--- src/rtl/fire_alarm_pkg.sv ---
// constants, register map and config type for the fire alarm decision block
package fire_alarm_pkg;

  localparam int unsigned CLK_PERIOD_NS = 10;
  localparam int unsigned SECOND_NS     = 1_000_000_000;
  localparam int unsigned SEC_CYCLES    = SECOND_NS / CLK_PERIOD_NS;

  localparam int unsigned A_REPEAT_S     = 60;
  localparam int unsigned A_PERIOD_MAX_M = 30;
  localparam int unsigned A_PERIOD_MAX_S = A_PERIOD_MAX_M * 60;
  localparam int unsigned B_PERIOD_MIN_M = 5;
  localparam int unsigned B_PERIOD_MIN_S = B_PERIOD_MIN_M * 60;

  localparam logic [7:0] REG_CTRL        = 8'h00;
  localparam logic [7:0] REG_CFG         = 8'h04;
  localparam logic [7:0] REG_ACCESS      = 8'h08;
  localparam logic [7:0] REG_A_PERIOD    = 8'h0C;
  localparam logic [7:0] REG_B_PERIOD    = 8'h10;
  localparam logic [7:0] REG_DLY_INIT    = 8'h14;
  localparam logic [7:0] REG_DLY_EXT     = 8'h18;
  localparam logic [7:0] REG_DLY_MAX     = 8'h1C;
  localparam logic [7:0] REG_DAY_LEN     = 8'h20;
  localparam logic [7:0] REG_FAULT_LATCH = 8'h24;
  localparam logic [7:0] REG_STATUS      = 8'h28;
  localparam logic [7:0] REG_ZONE_ALARM  = 8'h2C;
  localparam logic [7:0] REG_POINT_ALARM = 8'h30;
  localparam logic [7:0] REG_FAULT_STAT  = 8'h34;

  localparam int unsigned CMD_CANCEL_B  = 0;
  localparam int unsigned CMD_EXTEND    = 1;
  localparam int unsigned CMD_DAY_ON    = 2;
  localparam int unsigned CMD_DAY_OFF   = 3;
  localparam int unsigned CMD_FAULT_RST = 4;
  localparam int unsigned CMD_ALARM_RST = 5;
  localparam int unsigned CMD_NEWZ_CLR  = 6;
  localparam int unsigned CMD_WIDTH     = 7;

  localparam logic [2:0] LVL_RST      = 3'h1;
  localparam logic [2:0] LVL_OPERATOR = 3'h2;
  localparam logic [2:0] LVL_CONFIG   = 3'h3;
  localparam logic [2:0] LVL_TOP      = 3'h4;

  localparam logic [10:0] A_PERIOD_RST = 11'h03C;
  localparam logic [15:0] B_PERIOD_RST = 16'h012C;
  localparam logic [9:0]  DLY_INIT_RST = 10'h01E;
  localparam logic [9:0]  DLY_EXT_RST  = 10'h03C;
  localparam logic [9:0]  DLY_MAX_RST  = 10'h258;
  localparam logic [19:0] DAY_LEN_RST  = 20'hA8C0;

  typedef struct packed {
    logic mcp_delay;
    logic mcp_override;
    logic delays_perm;
    logic b_auto;
    logic dep_c;
    logic dep_b;
    logic dep_a;
  } cfg_t;

  localparam cfg_t CFG_RST = 7'h00;

endpackage

--- src/rtl/fire_alarm_dependency_ctrl.sv ---
// alarm decision, dependency, output delay and fault indication logic with apb registers
`timescale 1ns/1ps
`default_nettype none
module fire_alarm_dependency_ctrl #(
  parameter int unsigned NUM_ZONES    = 4,
  parameter int unsigned PTS_PER_ZONE = 4,
  parameter int unsigned NUM_FAULTS   = 8,
  parameter int unsigned TICK_CYCLES  = fire_alarm_pkg::SEC_CYCLES
) (
  input  wire logic                    clk_in,
  input  wire logic                    rst_in,
  input  wire logic                    psel_in,
  input  wire logic                    penable_in,
  input  wire logic                    pwrite_in,
  input  wire logic [7:0]              paddr_in,
  input  wire logic [31:0]             pwdata_in,
  output logic      [31:0]             prdata_out,
  output logic                         pready_out,
  output logic                         pslverr_out,
  input  wire logic [NUM_ZONES*PTS_PER_ZONE-1:0] det_fire_in,
  input  wire logic [NUM_ZONES-1:0]    mcp_fire_in,
  input  wire logic [NUM_FAULTS-1:0]   fault_in,
  input  wire logic                    sys_fault_in,
  output logic                         alarm_out,
  output logic                         outputs_active_out,
  output logic                         first_alarm_out,
  output logic                         local_warn_out,
  output logic      [NUM_ZONES-1:0]    zone_reset_out,
  output logic      [NUM_ZONES-1:0]    zone_alarm_out,
  output logic                         new_zone_out,
  output logic                         delays_on_out,
  output logic                         fault_out,
  output logic                         sys_fault_out
);
  localparam int unsigned NP = NUM_ZONES * PTS_PER_ZONE;

  if (NP > 32 || NP < 2 || NUM_FAULTS > 32 || NUM_FAULTS < 1 || TICK_CYCLES < 2) begin : g_bad_params
    $error("fire_alarm_dependency_ctrl: unsupported parameter values");
  end

  function automatic logic [NUM_ZONES-1:0] zones_of(input logic [NP-1:0] pts);
    logic [NUM_ZONES-1:0] z;
    z = '0;
    for (int i = 0; i < NP; i++) begin
      if (pts[i]) begin
        z[i / PTS_PER_ZONE] = 1'b1;
      end
    end
    return z;
  endfunction

  function automatic logic [5:0] pop(input logic [31:0] v);
    logic [5:0] n;
    n = '0;
    for (int i = 0; i < 32; i++) begin
      n = n + 6'(v[i]);
    end
    return n;
  endfunction

  function automatic logic [19:0] clamp(input logic [19:0] v, input logic [19:0] lo, input logic [19:0] hi);
    return (v < lo) ? lo : ((v > hi) ? hi : v);
  endfunction

  // synchronisers; the meta stage feeds only the sync stage
  logic [NP-1:0]         det_meta, det_sync, det_prev;
  logic [NUM_ZONES-1:0]  mcp_meta, mcp_sync, mcp_prev;
  logic [NUM_FAULTS-1:0] fault_meta, fault_sync;
  logic                  sys_meta, sys_sync;

  always_ff @(posedge clk_in or posedge rst_in) begin
    if (rst_in) begin
      det_meta   <= '0;
      det_sync   <= '0;
      det_prev   <= '0;
      mcp_meta   <= '0;
      mcp_sync   <= '0;
      mcp_prev   <= '0;
      fault_meta <= '0;
      fault_sync <= '0;
      sys_meta   <= 1'b0;
      sys_sync   <= 1'b0;
    end else begin
      det_meta   <= det_fire_in;
      det_sync   <= det_meta;
      det_prev   <= det_sync;
      mcp_meta   <= mcp_fire_in;
      mcp_sync   <= mcp_meta;
      mcp_prev   <= mcp_sync;
      fault_meta <= fault_in;
      fault_sync <= fault_meta;
      sys_meta   <= sys_fault_in;
      sys_sync   <= sys_meta;
    end
  end

  logic [NP-1:0]        det_rise;
  logic [NUM_ZONES-1:0] mcp_rise;
  assign det_rise = det_sync & ~det_prev;
  assign mcp_rise = mcp_sync & ~mcp_prev;

  // one-second enable
  logic [31:0] tick_cnt;
  logic        tick;

  always_ff @(posedge clk_in or posedge rst_in) begin
    if (rst_in) begin
      tick_cnt <= '0;
      tick     <= 1'b0;
    end else if (tick_cnt == 32'(TICK_CYCLES - 1)) begin
      tick_cnt <= '0;
      tick     <= 1'b1;
    end else begin
      tick_cnt <= tick_cnt + 32'h1;
      tick     <= 1'b0;
    end
  end

  // register file
  fire_alarm_pkg::cfg_t  cfg;
  logic [2:0]            level;
  logic [10:0]           a_period;
  logic [15:0]           b_period;
  logic [9:0]            dly_init, dly_ext, dly_max;
  logic [19:0]           day_len;
  logic [NUM_FAULTS-1:0] fault_latch;

  logic apb_setup, apb_wr, rd_ok, wr_deny;
  logic [31:0] rd_data;
  logic [fire_alarm_pkg::CMD_WIDTH-1:0] cmd;
  logic lvl2, lvl3;

  assign apb_setup = psel_in & ~penable_in;
  assign apb_wr    = psel_in & penable_in & pready_out & pwrite_in;
  assign lvl2      = level >= fire_alarm_pkg::LVL_OPERATOR;
  assign lvl3      = level >= fire_alarm_pkg::LVL_CONFIG;
  assign cmd       = (apb_wr && paddr_in == fire_alarm_pkg::REG_CTRL && lvl2) ?
                     pwdata_in[fire_alarm_pkg::CMD_WIDTH-1:0] : '0;

  logic                  alarm, outputs_on, first_alarm, day_mode, new_zone;
  logic [NP-1:0]         hits, point_alarm;
  logic [NUM_ZONES-1:0]  mcp_hits, zone_alarm;
  logic [NUM_FAULTS-1:0] fault_stat;
  logic                  sys_fault;
  logic [NP-1:0]         armed;
  logic [31:0]           status;

  assign status = {23'h0, |armed, new_zone, sys_fault, |fault_stat, day_mode,
                   cfg.delays_perm | day_mode, first_alarm, outputs_on, alarm};

  always_comb begin
    rd_ok   = 1'b1;
    wr_deny = 1'b0;
    rd_data = '0;
    if (paddr_in == fire_alarm_pkg::REG_CTRL) begin
      wr_deny = ~lvl2;
    end else if (paddr_in == fire_alarm_pkg::REG_CFG) begin
      rd_data = 32'(cfg);
      // type b and c together is not a legal combination
      wr_deny = ~lvl3 | (pwdata_in[2] & pwdata_in[1]);
    end else if (paddr_in == fire_alarm_pkg::REG_ACCESS) begin
      rd_data = 32'(level);
    end else if (paddr_in == fire_alarm_pkg::REG_A_PERIOD) begin
      rd_data = 32'(a_period);
      wr_deny = ~lvl3;
    end else if (paddr_in == fire_alarm_pkg::REG_B_PERIOD) begin
      rd_data = 32'(b_period);
      wr_deny = ~lvl3;
    end else if (paddr_in == fire_alarm_pkg::REG_DLY_INIT) begin
      rd_data = 32'(dly_init);
      wr_deny = ~lvl3;
    end else if (paddr_in == fire_alarm_pkg::REG_DLY_EXT) begin
      rd_data = 32'(dly_ext);
      wr_deny = ~lvl3;
    end else if (paddr_in == fire_alarm_pkg::REG_DLY_MAX) begin
      rd_data = 32'(dly_max);
      wr_deny = ~lvl3;
    end else if (paddr_in == fire_alarm_pkg::REG_DAY_LEN) begin
      rd_data = 32'(day_len);
      wr_deny = ~lvl3;
    end else if (paddr_in == fire_alarm_pkg::REG_FAULT_LATCH) begin
      rd_data = 32'(fault_latch);
      wr_deny = ~lvl3;
    end else if (paddr_in == fire_alarm_pkg::REG_STATUS) begin
      rd_data = status;
      wr_deny = 1'b1;
    end else if (paddr_in == fire_alarm_pkg::REG_ZONE_ALARM) begin
      rd_data = 32'(zone_alarm);
      wr_deny = 1'b1;
    end else if (paddr_in == fire_alarm_pkg::REG_POINT_ALARM) begin
      rd_data = 32'(point_alarm);
      wr_deny = 1'b1;
    end else if (paddr_in == fire_alarm_pkg::REG_FAULT_STAT) begin
      rd_data = 32'(fault_stat);
      wr_deny = 1'b1;
    end else begin
      rd_ok = 1'b0;
    end
  end

  // answer is prepared at the setup edge, so every transfer has exactly one access cycle
  always_ff @(posedge clk_in or posedge rst_in) begin
    if (rst_in) begin
      pready_out  <= 1'b0;
      prdata_out  <= '0;
      pslverr_out <= 1'b0;
    end else begin
      pready_out  <= apb_setup;
      prdata_out  <= (apb_setup & ~pwrite_in) ? rd_data : '0;
      pslverr_out <= apb_setup & (~rd_ok | (pwrite_in & wr_deny));
    end
  end

  always_ff @(posedge clk_in or posedge rst_in) begin
    if (rst_in) begin
      cfg         <= fire_alarm_pkg::CFG_RST;
      level       <= fire_alarm_pkg::LVL_RST;
      a_period    <= fire_alarm_pkg::A_PERIOD_RST;
      b_period    <= fire_alarm_pkg::B_PERIOD_RST;
      dly_init    <= fire_alarm_pkg::DLY_INIT_RST;
      dly_ext     <= fire_alarm_pkg::DLY_EXT_RST;
      dly_max     <= fire_alarm_pkg::DLY_MAX_RST;
      day_len     <= fire_alarm_pkg::DAY_LEN_RST;
      fault_latch <= '0;
    end else if (apb_wr && rd_ok && !wr_deny) begin
      if (paddr_in == fire_alarm_pkg::REG_CFG) begin
        cfg <= fire_alarm_pkg::cfg_t'(pwdata_in[6:0]);
      end else if (paddr_in == fire_alarm_pkg::REG_ACCESS) begin
        level <= 3'(clamp(20'(pwdata_in[2:0]), 20'(fire_alarm_pkg::LVL_RST), 20'(fire_alarm_pkg::LVL_TOP)));
      end else if (paddr_in == fire_alarm_pkg::REG_A_PERIOD) begin
        a_period <= 11'(clamp(20'(pwdata_in[15:0]), 20'(fire_alarm_pkg::A_REPEAT_S),
                              20'(fire_alarm_pkg::A_PERIOD_MAX_S)));
      end else if (paddr_in == fire_alarm_pkg::REG_B_PERIOD) begin
        b_period <= 16'(clamp(20'(pwdata_in[15:0]), 20'(fire_alarm_pkg::B_PERIOD_MIN_S), 20'hFFFF));
      end else if (paddr_in == fire_alarm_pkg::REG_DLY_INIT) begin
        dly_init <= pwdata_in[9:0];
      end else if (paddr_in == fire_alarm_pkg::REG_DLY_EXT) begin
        dly_ext <= pwdata_in[9:0];
      end else if (paddr_in == fire_alarm_pkg::REG_DLY_MAX) begin
        dly_max <= pwdata_in[9:0];
      end else if (paddr_in == fire_alarm_pkg::REG_DAY_LEN) begin
        day_len <= pwdata_in[19:0];
      end else if (paddr_in == fire_alarm_pkg::REG_FAULT_LATCH) begin
        fault_latch <= pwdata_in[NUM_FAULTS-1:0];
      end
    end
  end

  logic alarm_clr;
  assign alarm_clr = cmd[fire_alarm_pkg::CMD_ALARM_RST];

  // type a: first signal arms the point and resets its zone, the repeat confirms
  logic [NP-1:0]        ev_det;
  logic [NUM_ZONES-1:0] a_expire, first_arm;
  logic [10:0]          a_timer [NUM_ZONES];

  always_comb begin
    for (int i = 0; i < NP; i++) begin
      ev_det[i] = cfg.dep_a ? (det_rise[i] & armed[i]) : det_rise[i];
    end
    first_arm = zones_of(det_rise & ~armed) & {NUM_ZONES{cfg.dep_a}};
    for (int z = 0; z < NUM_ZONES; z++) begin
      a_expire[z] = a_timer[z] >= a_period;
    end
  end

  always_ff @(posedge clk_in or posedge rst_in) begin
    if (rst_in) begin
      armed          <= '0;
      zone_reset_out <= '0;
      local_warn_out <= 1'b0;
      for (int z = 0; z < NUM_ZONES; z++) begin
        a_timer[z] <= '0;
      end
    end else begin
      zone_reset_out <= first_arm;
      local_warn_out <= |armed;
      for (int i = 0; i < NP; i++) begin
        // a first signal in the clearing cycle still arms, its zone reset is already on its way
        if (!cfg.dep_a || ev_det[i]) begin
          armed[i] <= 1'b0;
        end else if (det_rise[i]) begin
          armed[i] <= 1'b1;
        end else if (alarm_clr || a_expire[i / PTS_PER_ZONE]) begin
          armed[i] <= 1'b0;
        end
      end
      for (int z = 0; z < NUM_ZONES; z++) begin
        if (!(|armed[z*PTS_PER_ZONE +: PTS_PER_ZONE]) || a_expire[z]) begin
          a_timer[z] <= '0;
        end else if (tick) begin
          a_timer[z] <= a_timer[z] + 11'h1;
        end
      end
    end
  end

  // alarm decision
  logic [15:0]          b_timer;
  logic                 b_cancel, alarm_next, new_zone_set;
  logic [NP-1:0]        hits_next, point_next;
  logic [NUM_ZONES-1:0] mcp_next, zone_next;

  always_comb begin
    b_cancel  = cfg.dep_b & ~alarm & (cmd[fire_alarm_pkg::CMD_CANCEL_B] |
                (cfg.b_auto & tick & (b_timer >= b_period)));
    hits_next = ((alarm_clr | b_cancel) ? '0 : hits) | ev_det;
    mcp_next  = (alarm_clr ? '0 : mcp_hits) | mcp_rise;
    alarm_next = (alarm & ~alarm_clr) | (|mcp_rise) | (~cfg.dep_b & (|ev_det)) |
                 (cfg.dep_b & (pop(32'(hits_next)) >= 6'h2));
    zone_next  = alarm_clr ? '0 : zone_alarm;
    point_next = alarm_clr ? '0 : point_alarm;
    if (alarm_next) begin
      zone_next  = zone_next | zones_of(hits_next) | mcp_next;
      point_next = point_next | hits_next;
    end
    new_zone_set = |(zone_next & ~zone_alarm);
  end

  always_ff @(posedge clk_in or posedge rst_in) begin
    if (rst_in) begin
      alarm       <= 1'b0;
      hits        <= '0;
      mcp_hits    <= '0;
      zone_alarm  <= '0;
      point_alarm <= '0;
      new_zone    <= 1'b0;
      first_alarm <= 1'b0;
      b_timer     <= '0;
    end else begin
      alarm       <= alarm_next;
      hits        <= hits_next;
      mcp_hits    <= mcp_next;
      zone_alarm  <= zone_next;
      point_alarm <= point_next;
      // a zone arriving in the clearing cycle still raises the flag
      new_zone    <= new_zone_set | (new_zone & ~cmd[fire_alarm_pkg::CMD_NEWZ_CLR]);
      first_alarm <= cfg.dep_b & ~alarm_next & (|hits_next);
      if (!cfg.dep_b || alarm_next || !(|hits_next) || b_cancel) begin
        b_timer <= '0;
      end else if (tick && b_timer != 16'hFFFF) begin
        b_timer <= b_timer + 16'h1;
      end
    end
  end

  // output delays and day/night mode
  logic [19:0] day_cnt;
  logic [10:0] dly_limit, dly_cnt, ext_sum;
  logic        delays_on, expired, second_sig, gate, mcp_nodelay;

  assign delays_on   = cfg.delays_perm | day_mode;
  assign expired     = dly_cnt >= dly_limit;
  assign second_sig  = (pop(32'(hits)) + pop(32'(mcp_hits))) >= 6'h2;
  assign mcp_nodelay = (|mcp_hits) & ~cfg.mcp_delay;
  assign ext_sum     = dly_limit + 11'(dly_ext);
  assign gate        = cfg.dep_c ? (second_sig | (delays_on & expired)) :
                       (~delays_on | expired | mcp_nodelay);

  always_ff @(posedge clk_in or posedge rst_in) begin
    if (rst_in) begin
      outputs_on <= 1'b0;
      dly_limit  <= '0;
      dly_cnt    <= '0;
    end else begin
      if (alarm_clr) begin
        outputs_on <= 1'b0;
      end else if (alarm && (gate || (cfg.mcp_override && (|mcp_hits)))) begin
        outputs_on <= 1'b1;
      end
      if (alarm_next && !alarm) begin
        dly_limit <= (dly_init > dly_max) ? 11'(dly_max) : 11'(dly_init);
        dly_cnt   <= '0;
      end else if (alarm && !outputs_on) begin
        if (cmd[fire_alarm_pkg::CMD_EXTEND]) begin
          dly_limit <= (ext_sum > 11'(dly_max)) ? 11'(dly_max) : ext_sum;
        end
        if (tick && !expired) begin
          dly_cnt <= dly_cnt + 11'h1;
        end
      end
    end
  end

  always_ff @(posedge clk_in or posedge rst_in) begin
    if (rst_in) begin
      day_mode <= 1'b0;
      day_cnt  <= '0;
    end else if (cmd[fire_alarm_pkg::CMD_DAY_ON]) begin
      day_mode <= 1'b1;
      day_cnt  <= day_len;
    end else if (cmd[fire_alarm_pkg::CMD_DAY_OFF]) begin
      day_mode <= 1'b0;
    end else if (day_mode && tick && day_cnt != '0) begin
      day_cnt <= day_cnt - 20'h1;
      if (day_cnt == 20'h1) begin
        day_mode <= 1'b0;
      end
    end
  end

  // faults are shown on fault_out four cycles after the pin, far inside the allowed time
  always_ff @(posedge clk_in or posedge rst_in) begin
    if (rst_in) begin
      fault_stat <= '0;
      sys_fault  <= 1'b0;
    end else begin
      fault_stat <= fault_sync | (fault_stat & fault_latch &
                    {NUM_FAULTS{~cmd[fire_alarm_pkg::CMD_FAULT_RST]}});
      sys_fault  <= sys_sync | (sys_fault & ~cmd[fire_alarm_pkg::CMD_FAULT_RST]);
    end
  end

  always_ff @(posedge clk_in or posedge rst_in) begin
    if (rst_in) begin
      alarm_out          <= 1'b0;
      outputs_active_out <= 1'b0;
      first_alarm_out    <= 1'b0;
      zone_alarm_out     <= '0;
      new_zone_out       <= 1'b0;
      delays_on_out      <= 1'b0;
      fault_out          <= 1'b0;
      sys_fault_out      <= 1'b0;
    end else begin
      alarm_out          <= alarm;
      outputs_active_out <= outputs_on;
      first_alarm_out    <= first_alarm;
      zone_alarm_out     <= zone_alarm;
      new_zone_out       <= new_zone;
      delays_on_out      <= day_mode;
      fault_out          <= (|fault_stat) | sys_fault;
      sys_fault_out      <= sys_fault;
    end
  end

endmodule // fire_alarm_dependency_ctrl
`default_nettype wire

--- config.mk ---
export PLATFORM = sky130hd
export DESIGN_NAME = fire_alarm_dependency_ctrl
export DESIGN_NICKNAME = d
export VERILOG_FILES = /design/src/rtl/fire_alarm_pkg.sv /design/src/rtl/fire_alarm_dependency_ctrl.sv
export SDC_FILE = /design/constraint.sdc
export NUM_CORES = 1
export LEC_CHECK = 0
export ABC_AREA = 1
export BUFFER_PORTS_ARGS = -buffer_cell sky130_fd_sc_hd__buf_2
export CAP_MARGIN = 15
export CORE_MARGIN = 1.5
export CORE_UTILIZATION = 45
export CTS_CLUSTER_DIAMETER = 150
export CTS_CLUSTER_SIZE = 20
export DETAILED_ROUTE_END_ITERATION = 12
export PLACE_DENSITY = 0.61
export SLEW_MARGIN = 5
export SYNTH_ARGS = -nofsm -noshare
export SYNTH_HDL_FRONTEND = slang
export SYNTH_SLANG_ARGS = --single-unit
--- constraint.sdc ---
create_clock -name clk_in -period 20.6 [get_ports clk_in]
set_input_delay 4.12 -clock clk_in [delete_from_list [all_inputs] [get_ports clk_in]]
set_output_delay 4.12 -clock clk_in [all_outputs]
set_load 0.02 [all_outputs]
; ---- After elaboration in Yosys (flattened, before gate mapping)
; Cells that the tools add are included.
[word_totals]
register_bits = 428
latch_bits = 0
ram_bits = 0
romBits = 0
input_bits = 74
out_inout_bits = 50
mem_count = 0
[op_classes]
addsub = 43
mul = 0
n_div = 0
magnitude_cmp = 17
n_eq_ne = 17
n_shift = 0
muxes = 169
n_bitwise = 89
reduce_logical = 105
[op_table]
columns = operator, count
row1 = 20-bit two-way mux, 12
row2 = 11-bit two-way mux, 17
row3 = 16-bit two-way mux, 10
row4 = 6-bit by 1-bit adder with 6-bit output, 20
row5 = 1-bit two-way mux, 120
row6 = 32-bit two-way mux, 2
row7 = "11-bit by 1-bit adder with 11-bit output, second input constant", 5
row8 = 11-bit >= comparator, 5
row9 = 3-bit nonzero test, 18
row10 = "8-bit by 6-bit equality test with 1-bit output, second input constant", 6
row11 = 16-bit OR reduction, 3
row12 = 1-bit AND, 37
row13 = "32-bit by 1-bit adder with 32-bit output, second input constant", 1
row14 = 16-bit AND, 2
row15 = "32-bit by 27-bit equality test with 1-bit output, second input constant", 1
row16 = "8-bit by 5-bit equality test with 1-bit output, second input constant", 4
row17 = 16-bit inverter, 2
row18 = 16-bit bitwise OR, 2
row19 = 1-bit logical OR, 28
row20 = 4-bit OR reduction, 7
row21 = 1-bit inverter, 21
row22 = "20-bit by 1-bit equality test with 1-bit output, second input constant", 1
row23 = 2-bit nonzero test, 10
row24 = 20-bit nonzero test, 1
row25 = other kinds (47), 105

; ---- Longest topological paths before layout
[logic_depth]
ltp_word = 36
depth_mapped = 40
mapped_depth_nobuf = 38

; ---- Least setup slack after synthesis
; No wires, ideal clock.
[synth_timing]
path_type = input -> register
from = input port paddr_in[6]
to = register dly_limit[0]
setup_ps = 117
arrival_ps = 9309
required_ps = 20483
setup_slack_ps = 11175
stages = 33
path_buffers = 2
path_cell_list = inv_1 nand2_2 nor2_2 nand2_4 nor2_8 o21ai_2 nor2_4 nand2_2 nand2_2 nand2_4 buf_6 nand3_2 nand2_2 fa_1 inv_1 fa_1 fa_1 fa_1 inv_1 ha_1 fa_1 or2_2 nor4_1 o21ai_0 nor2_1 nand3_1 nand2_1 nand2_1 buf_2 nand2_1 inv_1 nand2_1 nand2_1
[synth_via]
word_cells_on_any_way = 36
[synth_lines]
columns = element, line
row1 = from (decl), fire_alarm_dependency_ctrl.sv:15  ; input wire logic [7:0] paddr_in,
row2 = 8-bit logical NOT *, fire_alarm_dependency_ctrl.sv:137  ; assign cmd = (apb_wr && paddr_in == fire_alarm_pkg::REG_CTRL && lvl2) ?
row3 = 1-bit logical AND * (2 in a row), fire_alarm_dependency_ctrl.sv:137
row4 = 7-bit two-way mux *, fire_alarm_dependency_ctrl.sv:137
row5 = 1-bit bitwise OR, fire_alarm_dependency_ctrl.sv:305  ; b_cancel = cfg.dep_b & ~alarm & (cmd[fire_alarm_pkg::CMD_CANCEL_B] |
row6 = 1-bit AND, fire_alarm_dependency_ctrl.sv:305
row7 = 1-bit bitwise OR *, fire_alarm_dependency_ctrl.sv:307  ; hits_next = ((alarm_clr | b_cancel) ? '0 : hits) | ev_det;
row8 = 16-bit two-way mux *, fire_alarm_dependency_ctrl.sv:307
row9 = 16-bit bitwise OR *, fire_alarm_dependency_ctrl.sv:307
row10 = net hits_next[11], fire_alarm_dependency_ctrl.sv:301  ; logic [NP-1:0] hits_next, point_next;
row11 = 6-bit by 1-bit adder with 6-bit output * (5 in a row), fire_alarm_dependency_ctrl.sv:56  ; n = n + 6'(v[i]);
row12 = 6-bit by 2-bit >= comparator with 1-bit output *, fire_alarm_dependency_ctrl.sv:310  ; (cfg.dep_b & (pop(32'(hits_next)) >= 6'h2));
row13 = 1-bit AND *, fire_alarm_dependency_ctrl.sv:310
row14 = 1-bit bitwise OR *, fire_alarm_dependency_ctrl.sv:309  ; alarm_next = (alarm & ~alarm_clr) | (|mcp_rise) | (~cfg.dep_b & (|ev_det)) |
row15 = 1-bit logical AND *, fire_alarm_dependency_ctrl.sv:371  ; if (alarm_next && !alarm) begin
row16 = 2-bit nonzero test (no line), -
row17 = 2-bit AND reduction (no line), -
row18 = to (signal assigned), fire_alarm_dependency_ctrl.sv:372  ; dly_limit <= (dly_init > dly_max) ? 11'(dly_max) : 11'(dly_init);
row19 = to (signal assigned), fire_alarm_dependency_ctrl.sv:376  ; dly_limit <= (ext_sum > 11'(dly_max)) ? 11'(dly_max) : ext_sum;
row20 = to (decl), fire_alarm_dependency_ctrl.sv:349  ; logic [10:0] dly_limit, dly_cnt, ext_sum;
; Mark *: on every way through the listed nets, which the timed path passes. The rest lies on a longest branch.
; A chain may end at the register's enable or synchronous reset.

; ---- Final worst setup path
[layout_timing]
from = input port paddr_in[1]
to = register dly_limit[8]
[layout_via]
elab_chain_cells = 30
word_cells_on_any_way = 36
[layout_lines]
columns = element, line
row1 = 8-bit logical NOT *, fire_alarm_dependency_ctrl.sv:137
row2 = 1-bit logical AND * (2 in a row), fire_alarm_dependency_ctrl.sv:137
row3 = 7-bit two-way mux *, fire_alarm_dependency_ctrl.sv:137
row4 = 1-bit bitwise OR, fire_alarm_dependency_ctrl.sv:305
row5 = 1-bit AND, fire_alarm_dependency_ctrl.sv:305
row6 = 1-bit bitwise OR *, fire_alarm_dependency_ctrl.sv:307
row7 = 16-bit two-way mux *, fire_alarm_dependency_ctrl.sv:307
row8 = 16-bit bitwise OR *, fire_alarm_dependency_ctrl.sv:307
row9 = net hits_next[1], fire_alarm_dependency_ctrl.sv:301
row10 = [4 not listed], -
row11 = 5-bit by 1-bit adder with 6-bit output *, fire_alarm_dependency_ctrl.sv:56
row12 = 6-bit by 1-bit adder with 6-bit output * (10 in a row), fire_alarm_dependency_ctrl.sv:56
row13 = 6-bit by 2-bit >= comparator with 1-bit output *, fire_alarm_dependency_ctrl.sv:310
row14 = 1-bit AND *, fire_alarm_dependency_ctrl.sv:310
row15 = 1-bit bitwise OR *, fire_alarm_dependency_ctrl.sv:309
row16 = 1-bit logical AND *, fire_alarm_dependency_ctrl.sv:371
row17 = 2-bit nonzero test (no line), -
row18 = 2-bit AND reduction (no line), -
; Marks and branches as above.

==> reports/metrics.cfg <==
[routing]
ant_nets=0
drt_wl_total_um=56900
drt-wirelength-per-cell_um=17.4
dr_total_vias=17500
avgViaCountPerCell=5.37
drt_first_pass_iters=6
drcViolationCount=0
drt-initial-drc-count=1394

[clocking]
cts.repair.resized=0
cts.path.max_buffers=3
cts_setup_buffers=0
clk_latency_ps=590
cts_sinks=416
clockRootBuffer=clkbuf_16
tritoncts=done
path_clk_slew_ps=80
numCtsBuffers=24
cts_hold_buf=0
htree_num_levels=1

[place]
dp_hpwl_um=42900
gp_congestion=0.923
port_buffers=99

[flow_run]
drv_cap=0

[hold_path]
hold_path_class=reg2reg

[final_layout]
nNetsFinal=2851
synthToLayoutAreaGrowth_pct=8.35
drive_above_1_share_pct=8.95
final_common_cell=nand2_1
final_cell_mix=nand2_1 (431), dfrtp_1 (390), inv_1 (379)
diodes=0

[yosys]
async_reset_ff_share_pct=100
ys_seq_area_share_pct=47.4
ys_warn_count=0
synth_cell_types=59
synth_edf_count=0
syn_inst=2545
synthesis.area_um2=22000
synth-main-ff-cell=dfrtp_1
ys_seq_elements=416
synth_area_per_cell_um2=8.66

[global_route]
grtUsageTotal_pct=23.0
overflow=0
grt_max_degree=152
grt_pass1_wl_um=91600
antenna_found_initial=3
grt_pass1_vias=17100

[power_and_ir_drop]
switchingPower_uw=317
p_comb_share_pct=3.6
power_frac_seq_pct=59.4
switching_share_pct=22.7
ir_drop_v=0.0000605
leakagePower_nw=11.8
power_frac_clock_pct=36.9
p_total_mw=1.39
power_density_nw_per_um2=58.4
internal-power_mw=1.08

[floorplanning]
std_cell_rows=80
io_pins=124
dieHeight_um=224
initial_utilization_pct=45.9
design.core.area_um2=48000
die-width_um=224
fp.dieArea_um2=50300

[timing]
layout_min_cycle_time_ps=10160
hold_violations=0
max_freq_mhz=98.4
timing.setup.tns_ps=0
tightest_slew_ps=995
skew_ps=34.4
whs_ps=344
grt_setup_unrepaired=no
setup_viol=0
finalMaxSlewViolations=0
min_period_over_period_pct=49.3
max-slew-margin-rel_pct=33.0

[worst_setup_path]
worstPathArrival_ps=10620
cp-end-kind=flop
r2r_slack_ps=13320
cpPeakStageDelay_ps=550
crit_top_cell=nand2_1
path_max_fanout=26
worst-setup-path-type=in2reg
startpoint_type=input port
required_ps=21060
cp_slowest_cell=fa_1

[run_status]
outcome=finished clean

==> through the flow <==
| step | std cells | worst slack, ps | area (µm²) | util, % |
|---|---|---|---|---|
| 5_1_grt | 3262 | 9920 | 23900 | 49.7 |
| 4_1_cts | 3262 | 10430 | 23900 | 49.7 |
| 2_1_floorplan | 2556 | 4940 | 22100 | - |
| 3_3_place_gp | 3218 | 9890 | 23200 | 48.2 |
| 6_report | 3262 | 10440 | 23900 | 49.7 |
| 3_5_place_dp | 3218 | 9800 | 23200 | 48.2 |
==> path summary, 6_finish.rpt <==
check | cells past startpoint | to | startpoint
min in group asynchronous | 2 | det_sync[12] | rst_in
min reg2reg | 0 | det_sync[12] | det_meta[12]
max | 34 | dly_limit[8] | paddr_in[1]
min | 0 | det_sync[12] | det_meta[12]
max reg2reg | 32 | dly_limit[8] | b_period[15]
max in group asynchronous | 5 | day_len[16] | rst_in
==> critical path, delay by kind of cell <==
family          cells  cell delay, ps
compound gates      3             320
buf+inv             7            1020
simple gates       18            2530
fa+ha+maj           6            2590
==> logic make-up after synthesis <==
group	Yosys count	synth area share, %
flops	416	47.4
other cells	1	0.0170
fa+ha+maj	148	9.25
mux	1	0.0454
xor+xnor	74	2.94
simple gates	1012	21.0
buf+inv	456	8.15
compound gates	437	11.3
==> final cells by class <==
class	count	area (µm²)
Fill cell	4614	24200
Clock inverter	1	30.0
Inverter	387	1460
Multi-Input combinational cell	1684	9850
Timing Repair Buffer	116	636
Clock buffer	43	693
Tap cell	615	769
Sequential cell	416	10400
==> power by group through the flow <==
stage	Sequential [mW]	Combinational, mW	Clock (mW)
finish	0.829	0.0505	0.515
global route	0.830	0.0568	0.561
CTS	0.829	0.0514	0.535
detailed placement	0.845	0.0514	0
global placement	0.845	0.0508	0
floorplan	0.845	0.0302	0
==> cell usage after synthesis (26+ instances only) <==
cell | number | share of area [%]
nand2_1 | 431 | 7.3
dfrtp_1 | 390 | 44
inv_1 | 380 | 6.5
nor2_1 | 228 | 3.9
o21ai_0 | 190 | 4.3
nand3_1 | 145 | 3.3
a21oi_1 | 135 | 3.1
ha_1 | 123 | 7.0
xor2_1 | 59 | 2.3
nand4_1 | 47 | 1.3
nor3_1 | 45 | 1.0
clkbuf_1 | 42 | 0.72
nor4_1 | 29 | 0.82
dfstp_2 | 26 | 3.1
==> flip-flops by register name, indices dropped and copies added, names as in the netlist, 16 cells and up <==
signal and count:
day_cnt 20, det_sync 16, det_meta 16, b_period 16, point_alarm 16, prdata_out 20
b_timer 16, det_prev 16, day_len 20, armed 16, hits 16, tick_cnt 32
a_timer 44
==> metal layers <==
metal	global-route usage (%)	vias to the layer above	wire [µm]
met1	32.4	8478	26100
met4	9.53	6	2560
met2	36.1	424	25400
met3	2.93	119	2820
li1	-	8506	-
met5	0	-	42
Power figures use the tool's default switching activity.
